`config.mk`:
```
export PLATFORM = sky130hd
export DESIGN_NAME = pecpc_regs
export DESIGN_NICKNAME = d
export VERILOG_FILES = /design/src/include/pecpc_pkg.sv /design/src/hdl/pecpc_regs.sv
export SDC_FILE = /design/constraint.sdc
export NUM_CORES = 1
export LEC_CHECK = 0
export ABC_AREA = 1
export BUFFER_PORTS_ARGS = -buffer_cell sky130_fd_sc_hd__buf_2
export CAP_MARGIN = 15
export CORE_ASPECT_RATIO = 1.4
export CORE_UTILIZATION = 25
export DETAILED_ROUTE_END_ITERATION = 10
export SETUP_SLACK_MARGIN = 0.1
export SLEW_MARGIN = 0
export SYNTH_ARGS = -nofsm -noshare
export SYNTH_HDL_FRONTEND = slang
export SYNTH_SLANG_ARGS = --single-unit
```
`constraint.sdc`:
```
create_clock -name hclk -period 2.5 [get_ports hclk]
set_clock_uncertainty 0.1 [all_clocks]
set_input_delay 0.75 -clock hclk [delete_from_list [all_inputs] [get_ports hclk]]
set_output_delay 0.75 -clock hclk [all_outputs]
set_load 0.01 [all_outputs]
```
`src/include/pecpc_pkg.sv`:
```
// Purpose: Shared constants for the error counter and coding config block.
// Assumes: Registers sit one per 32-bit word, byte address = 4 * index.
// Notes: Indices stay as printed; the module scales them to bytes.
package pecpc_pkg;
    localparam int TALLY_W = 8;
    localparam int REG_W = 16;
    localparam logic [7:0] IDX_FALSE_CARRIER = 8'h14;
    localparam logic [7:0] IDX_RECEIVE_ERROR = 8'h15;
    localparam logic [7:0] IDX_CODING_CONFIG = 8'h16;
    localparam logic [1:0] WORD_SHIFT = 2'h2;
    localparam logic [TALLY_W-1:0] TALLY_MAX = 8'hFF;
    localparam logic [TALLY_W-1:0] TALLY_ONE = 8'h01;
    localparam logic [TALLY_W-1:0] TALLY_ZERO = 8'h00;
    localparam logic [REG_W-1:0] CFG_RESET = 16'h0100;
    localparam logic [REG_W-1:0] CFG_WMASK = 16'h1F27;
    localparam int CFG_BLOCK_CODE = 12;
    localparam int CFG_FREE_CLOCK = 11;
    localparam int CFG_TRUE_QUIET = 10;
    localparam int CFG_SD_FORCE = 9;
    localparam int CFG_SD_ALGO = 8;
    localparam int CFG_FORCE_100 = 5;
    localparam int CFG_NRZI = 2;
    localparam int CFG_SCRAMBLER = 1;
    localparam int CFG_DESCRAMBLER = 0;
    typedef enum logic {PECPC_IDLE, PECPC_IN_CARRIER} pecpc_carrier_t;
endpackage

```
`src/hdl/pecpc_regs.sv`:
```
// Purpose: False carrier and receive error tallies plus coding config bits.
// Assumes: Event inputs come from datapath logic on hclk, no synchroniser.
// Notes: AHB-Lite slave, zero wait states, always OKAY.
//
// Behaviour
// - Each false carrier event adds one to the 8-bit false carrier tally.
// - False carrier tally sticks at FFh instead of wrapping.
// - False carrier tally is writable, resets to zero, clears when read.
// - Receive error tally counts carriers holding at least one invalid symbol.
// - Receive error tally rises at most once per carrier event.
// - A carrier event with a collision never counts as receive error.
// - Receive error tally sticks at its maximum until cleared.
// - Receive error tally is writable, resets to zero, clears when read.
// - Reserved bits ignore writes and read as zero.
// - Config bit 12 skips the 4B5B block coder.
// - Config bit 11 lets the receive clock output run free.
// - Config bit 10 selects true quiet transmit at 100 Mb/s.
// - Config bit 9 forces signal detect asserted in the PMA.
// - Config bit 8, reset one, selects enhanced signal detect algorithm.
// - Config bit 5 forces 100 Mb/s link status good.
// - Config bit 2 skips NRZI encoding and decoding.
// - Config bit 1 skips the transmit scrambler.
// - Config bit 0 skips the receive descrambler.
//
// Decided for this implementation: register access over AHB-Lite.
`timescale 1ns/1ps
module pecpc_regs #(
    parameter int ADDR_W = 8
) (
    input wire logic hclk,
    input wire logic hresetn,
    input wire logic hsel,
    input wire logic [ADDR_W-1:0] haddr,
    input wire logic [1:0] htrans,
    input wire logic hwrite,
    input wire logic [2:0] hsize,
    input wire logic [31:0] hwdata,
    input wire logic hreadyin,
    output logic [31:0] hrdata,
    output logic hreadyout,
    output logic hresp,
    input wire logic false_carrier_event,
    input wire logic carrier_valid,
    input wire logic invalid_symbol,
    input wire logic collision,
    output logic block_code_skip,
    output logic receive_clock_free_run,
    output logic true_quiet_transmit_on,
    output logic signal_detect_override,
    output logic signal_detect_algorithm_select,
    output logic force_100_link_good,
    output logic nrzi_skip,
    output logic scrambler_skip,
    output logic descrambler_skip
);
    if (ADDR_W < 7) begin : g_bad_width
        $error("pecpc_regs: ADDR_W too small for the register map");
    end

    function automatic logic [7:0] sat_inc(input logic [7:0] v);
        sat_inc = (v == pecpc_pkg::TALLY_MAX) ? v : v + pecpc_pkg::TALLY_ONE;
    endfunction

    function automatic logic hits(input logic [ADDR_W-1:0] a,
                                  input logic [7:0] idx);
        logic [ADDR_W-1:0] byte_addr;
        byte_addr = ADDR_W'(idx) << pecpc_pkg::WORD_SHIFT;
        hits = (a == byte_addr);
    endfunction

    logic [7:0] fc_reg;
    logic [7:0] fc_next;
    logic [7:0] rx_reg;
    logic [7:0] rx_next;
    logic [15:0] cfg_reg;
    logic [15:0] cfg_next;
    logic wr_pend_reg;
    logic [2:0] wr_sel_reg;
    logic [31:0] hrdata_reg;
    logic [31:0] hrdata_next;
    pecpc_pkg::pecpc_carrier_t carrier_reg;
    pecpc_pkg::pecpc_carrier_t carrier_next;
    logic err_seen_reg;
    logic err_seen_next;
    logic col_seen_reg;
    logic col_seen_next;

    wire addr_phase = hsel & htrans[1] & hreadyin;
    wire rd_acc = addr_phase & ~hwrite;
    wire wr_acc = addr_phase & hwrite;
    wire hit_fc = hits(haddr, pecpc_pkg::IDX_FALSE_CARRIER);
    wire hit_rx = hits(haddr, pecpc_pkg::IDX_RECEIVE_ERROR);
    wire hit_cfg = hits(haddr, pecpc_pkg::IDX_CODING_CONFIG);
    wire wr_fc = wr_pend_reg & wr_sel_reg[0];
    wire wr_rx = wr_pend_reg & wr_sel_reg[1];
    wire wr_cfg = wr_pend_reg & wr_sel_reg[2];
    wire clr_fc = rd_acc & hit_fc;
    wire clr_rx = rd_acc & hit_rx;

    // A write beats a clear, and an event in the same cycle still counts.
    wire [7:0] fc_base = wr_fc ? hwdata[7:0] :
        (clr_fc ? pecpc_pkg::TALLY_ZERO : fc_reg);
    assign fc_next = false_carrier_event ? sat_inc(fc_base) : fc_base;

    // The tally is judged when the carrier ends, because a collision may
    // show up late in the event and must still suppress the count.
    wire in_carrier = (carrier_reg == pecpc_pkg::PECPC_IN_CARRIER);
    wire carrier_end = in_carrier & ~carrier_valid;
    wire rx_inc = carrier_end & err_seen_reg & ~col_seen_reg;
    wire [7:0] rx_base = wr_rx ? hwdata[7:0] :
        (clr_rx ? pecpc_pkg::TALLY_ZERO : rx_reg);
    assign rx_next = rx_inc ? sat_inc(rx_base) : rx_base;

    assign cfg_next = wr_cfg ?
        (hwdata[15:0] & pecpc_pkg::CFG_WMASK) : cfg_reg;

    always_comb begin
        carrier_next = carrier_reg;
        err_seen_next = 1'b0;
        col_seen_next = 1'b0;
        unique case (carrier_reg)
            pecpc_pkg::PECPC_IDLE: begin
                if (carrier_valid) begin
                    carrier_next = pecpc_pkg::PECPC_IN_CARRIER;
                    err_seen_next = invalid_symbol;
                    col_seen_next = collision;
                end
            end
            pecpc_pkg::PECPC_IN_CARRIER: begin
                if (carrier_valid) begin
                    err_seen_next = err_seen_reg | invalid_symbol;
                    col_seen_next = col_seen_reg | collision;
                end else begin
                    carrier_next = pecpc_pkg::PECPC_IDLE;
                end
            end
        endcase
    end

    // Read data is the value before any clear or write in this same cycle.
    wire [15:0] rd_word = hit_fc ? {8'h00, fc_reg} :
        hit_rx ? {8'h00, rx_reg} :
        hit_cfg ? cfg_reg : 16'h0000;
    assign hrdata_next = rd_acc ? {16'h0000, rd_word} : 32'h00000000;

    always_ff @(posedge hclk or negedge hresetn) begin
        if (!hresetn) begin
            fc_reg <= pecpc_pkg::TALLY_ZERO;
            rx_reg <= pecpc_pkg::TALLY_ZERO;
            cfg_reg <= pecpc_pkg::CFG_RESET;
            wr_pend_reg <= 1'b0;
            wr_sel_reg <= 3'h0;
            hrdata_reg <= 32'h00000000;
            carrier_reg <= pecpc_pkg::PECPC_IDLE;
            err_seen_reg <= 1'b0;
            col_seen_reg <= 1'b0;
        end else begin
            fc_reg <= fc_next;
            rx_reg <= rx_next;
            cfg_reg <= cfg_next;
            wr_pend_reg <= wr_acc;
            wr_sel_reg <= {hit_cfg, hit_rx, hit_fc};
            hrdata_reg <= hrdata_next;
            carrier_reg <= carrier_next;
            err_seen_reg <= err_seen_next;
            col_seen_reg <= col_seen_next;
        end
    end

    always_ff @(posedge hclk or negedge hresetn) begin
        if (!hresetn) begin
            hreadyout <= 1'b0;
            hresp <= 1'b0;
        end else begin
            hreadyout <= 1'b1;
            hresp <= 1'b0;
        end
    end

    assign hrdata = hrdata_reg;
    assign block_code_skip = cfg_reg[pecpc_pkg::CFG_BLOCK_CODE];
    assign receive_clock_free_run = cfg_reg[pecpc_pkg::CFG_FREE_CLOCK];
    assign true_quiet_transmit_on = cfg_reg[pecpc_pkg::CFG_TRUE_QUIET];
    assign signal_detect_override = cfg_reg[pecpc_pkg::CFG_SD_FORCE];
    assign signal_detect_algorithm_select =
        cfg_reg[pecpc_pkg::CFG_SD_ALGO];
    assign force_100_link_good = cfg_reg[pecpc_pkg::CFG_FORCE_100];
    assign nrzi_skip = cfg_reg[pecpc_pkg::CFG_NRZI];
    assign scrambler_skip = cfg_reg[pecpc_pkg::CFG_SCRAMBLER];
    assign descrambler_skip = cfg_reg[pecpc_pkg::CFG_DESCRAMBLER];

    wire fc_quiet = ~wr_fc & ~clr_fc;
    wire rx_quiet = ~wr_rx & ~clr_rx;
endmodule

```
==> summary.md <==
| Metric | Value |
|---|---|
| Clk sinks | `46` |
| Worst-case reg-to-reg path depth | `10` |
| CTS Root Buffer Type | `clkbuf_16` |
| Syn Std Cell Area | `2703 µm²` |
| DIE HEIGHT | `125.0 µm` |
| Drt drc | `0` |
| Gr ovfl total | `0` |
| GR Util All Layers | `0.1088` |
| Power Dens Cells | `~680 nW/µm²` |
| DR pass1 iterations | `4` |
| Post-synthesis register bit count | `46` |
| Gate power share | `0.285` |
| CP arrival | `2.10 ns` |
| Initial Utilization | `0.2584` |
| Clock buffer depth | `2` |
| H-tree depth | `2` |
| Post-CTS Setup Bufs | `0` |
| Max reg flops | `13` |
| Fmax | `495.9 MHz` |
| Sw Pwr | `0.0007227 W` |
| Hold path cells | `2` |
| Initial DRC Count | `roughly 80` |
| Nets | `around 450` |
| FF-to-FF Start | `wr_pend_reg` |
| Internal power | `roughly 0.0014 W` |
| Async SR Flop Fraction | `1.000` |
| Mapped Cells | `around 340` |
| Unrepaired setup endpoints after global routing | `no` |
| First-pass GRT wire length | `about 9700 µm` |
| R2r endpoint | `rx_reg[6]` |
| Largest net degree at the start of global routing | `47` |
| Gp weighted congestion | `just under 0.8` |
| Finish-stage setup viols | `0` |
| Die area | `around 11,000 µm²` |
| Worst slew margin | `0.6027` |
| Worst-path clk slew | `around 0.060 ns` |
| Fin crit period | `between 2 and 2.5 ns` |
| Critical path type | `in2reg` |
| # rows | `44` |
| Worst-path maximum fanout | `11` |
| Number of synthesized flops with an enable pin | `0` |
| Seq pwr share | `0.406` |
| Leak Pwr | `between 1.5 and 2 nW` |
| Slew @ Worst Pin | `about 0.6 ns` |
| Vias per cell | `~4.0` |
| Startpoint Class | `input port` |
| Start point of the worst hold path | `cfg_reg[8]` |
| Setup crit end kind | `flop` |
| Final WL | `between 5000 and 6000 µm` |
| Critical Path RT | `~2.6 ns` |
| Cts hold-fix bufs | `0` |
| Final hold vios | `0` |
| Total CTS buffers | `5` |
| Outcome | `finished clean` |
| Core area | `10,460 µm²` |
| Power share of the clock group | `0.309` |
| Hold Path Sink | `hrdata[8]` |
| DP HPWL | `4458 µm` |
| CTS tree | `yes` |
| Max Slew Vio Count | `0` |
| Vias | `about 2.1k` |
| PortBufs | `53` |
| Initial antenna violation count | `0` |
| Drt wl/cell | `between 10 and 15 µm` |
| Vias in the first global route | `between 2k and 2.5k` |
| Hold Worst Slack | `just over 0.4 ns` |
| Sequential fraction of the synthesis area | `0.4264` |
| Number of synthesis warnings | `0` |
| Fraction of layout cells with a size suffix above 1 | `0.3017` |
| Fin crit share | `0.8067` |
| Area Growth Syn to Fin | `18.19%` |
| IO Pins | `a little under 100` |
| Post-synth cell types | `28` |
| Hold Path Class | `reg2reg` |
| Die X | `around 90 µm` |
| Sw Ratio | `0.3340` |
| Setup TNS | `0 ns` |
| Syn_area_per_cell | `7.902 µm²` |
| Prevailing post-synth register cell | `dfrtp_1` |
| Worst-Skew Late Latency | `0.29 ns` |
| Post-CTS sizing | `0` |
| Flop-to-flop setup slack | `roughly 0.76 ns` |
| Ant. Diodes | `0` |
| Antenna viol nets, final | `0` |
| Total of max-cap violations | `0` |
| Maximum vdd drop | `roughly 250 µV` |
[worst max-delay path, cell delays in order]
cell and delay, ns:
buf_2 0.11, inv_1 0.06, nand2_2 0.06, nor2_4 0.18, nand3_2 0.28, nand2_1 0.16
nand2_2 0.10, nand3_2 0.12, nor2_4 0.06, nand2_2 0.08, nand2_1 0.05, nand2_1 0.05
inv_1 0.04
[final cells by class]
type,instances,area [µm²]
tap,138,172.7
multi-input combinational,230,1205
clock buffer,7,142.6
sequential,46,1152
inverter,61,229.0
fill,1136,7266
clock inverter,1,5.005
timing repair buffer,56,287.8
[synth_stat cells, types with 2 or more instances]
cell type   n  share of area
o22ai_1     7          0.016
nand2_1    69          0.096
nand3_2     4          0.015
mux2_2      6          0.025
a21oi_1    12          0.022
nand2_2    22          0.051
nand4_1     2         0.0046
buf_6       3          0.012
o21ai_0     4         0.0074
nor3_1      2         0.0037
nor2_2      4         0.0093
conb_1      2         0.0028
inv_1      56          0.078
buf_4      20          0.056
inv_2       5         0.0069
nor2_4      6          0.025
nand3_1    12          0.022
nor3b_1     4          0.011
o21ai_2     2         0.0065
dfrtp_1    45           0.42
nand2_4     6          0.025
nor2_1     43          0.060
[through the flow]
stage / cell area (µm²) / std cells / power (W) / setup WS, ns / util
5_1_grt: 3194 / 539 / 0.002316 / 0.3419 / 0.3054
2_1_floorplan: 2774 / 361 / 0.001379 / 0.5811 / -
6_report: 3194 / 539 / 0.002164 / 0.4833 / 0.3054
3_5_place_dp: 3047 / 531 / 0.001514 / 0.1835 / 0.2913
3_3_place_gp: 3047 / 531 / 0.001493 / 0.1932 / 0.2913
4_1_cts: 3194 / 539 / 0.002195 / 0.4895 / 0.3054
[worst max-delay path by stage]
| stage | start | endpoint | slack (ns) |
|---|---|---|---|
| 3_3_place_gp | haddr[3] | rx_reg[3] | 0.19 |
| 4_1_cts | haddr[3] | rx_reg[3] | 0.49 |
| 6_report | haddr[3] | rx_reg[3] | 0.48 |
| 5_1_grt | haddr[7] | rx_reg[3] | 0.34 |
| 3_5_place_dp | haddr[3] | rx_reg[3] | 0.18 |
| 2_1_floorplan | haddr[1] | fc_reg[3] | 0.58 |
[logic make-up (layout without fill, tap and decap cells)]
logic type | count (synthesis) | in the layout | synth area share
flip-flops | 46 | 46 | 0.4264
multiplexers | 6 | 6 | 0.02500
AND/OR/NAND/NOR | 174 | 174 | 0.3222
AO/OA/AOI/OAI | 29 | 29 | 0.06945
buffers and inverters | 85 | 125 | 0.1542
other | 2 | 21 | 0.002779
[power groups by stage]
stage	logic, W	registers [W]	clock network (W)
final	0.000616	0.000879	0.000669
after global placement	0.000600	0.000893	0
after detailed placement	0.000619	0.000895	0
after CTS	0.000622	0.000881	0.000692
after global routing	0.000707	0.000889	0.000720
after floorplan	0.000497	0.000882	0
[cells in the final DEF (no fill, tap or decap), types with 2 or more instances in the layout]
master	n
nor2_1	43
nand2_1	69
nor2_2	4
inv_1	56
o22ai_1	7
nand2_4	6
nand2_2	22
nand3_2	4
conb_1	21
clkbuf_16	5
a21oi_1	12
nand4_1	2
buf_2	53
o21ai_2	2
buf_4	3
dfrtp_1	45
mux2_2	6
nor2_4	6
nand3_1	12
nor3b_1	4
inv_2	5
nor3_1	2
o21ai_0	4
[metal layers]
metal,part of all wire,global-route usage
met1,0.43,0.1228
met2,0.50,0.1946
met3,0.053,0.02859
met4,0.017,0.04269
met5,0,0
Power figures use the tool's default switching activity.
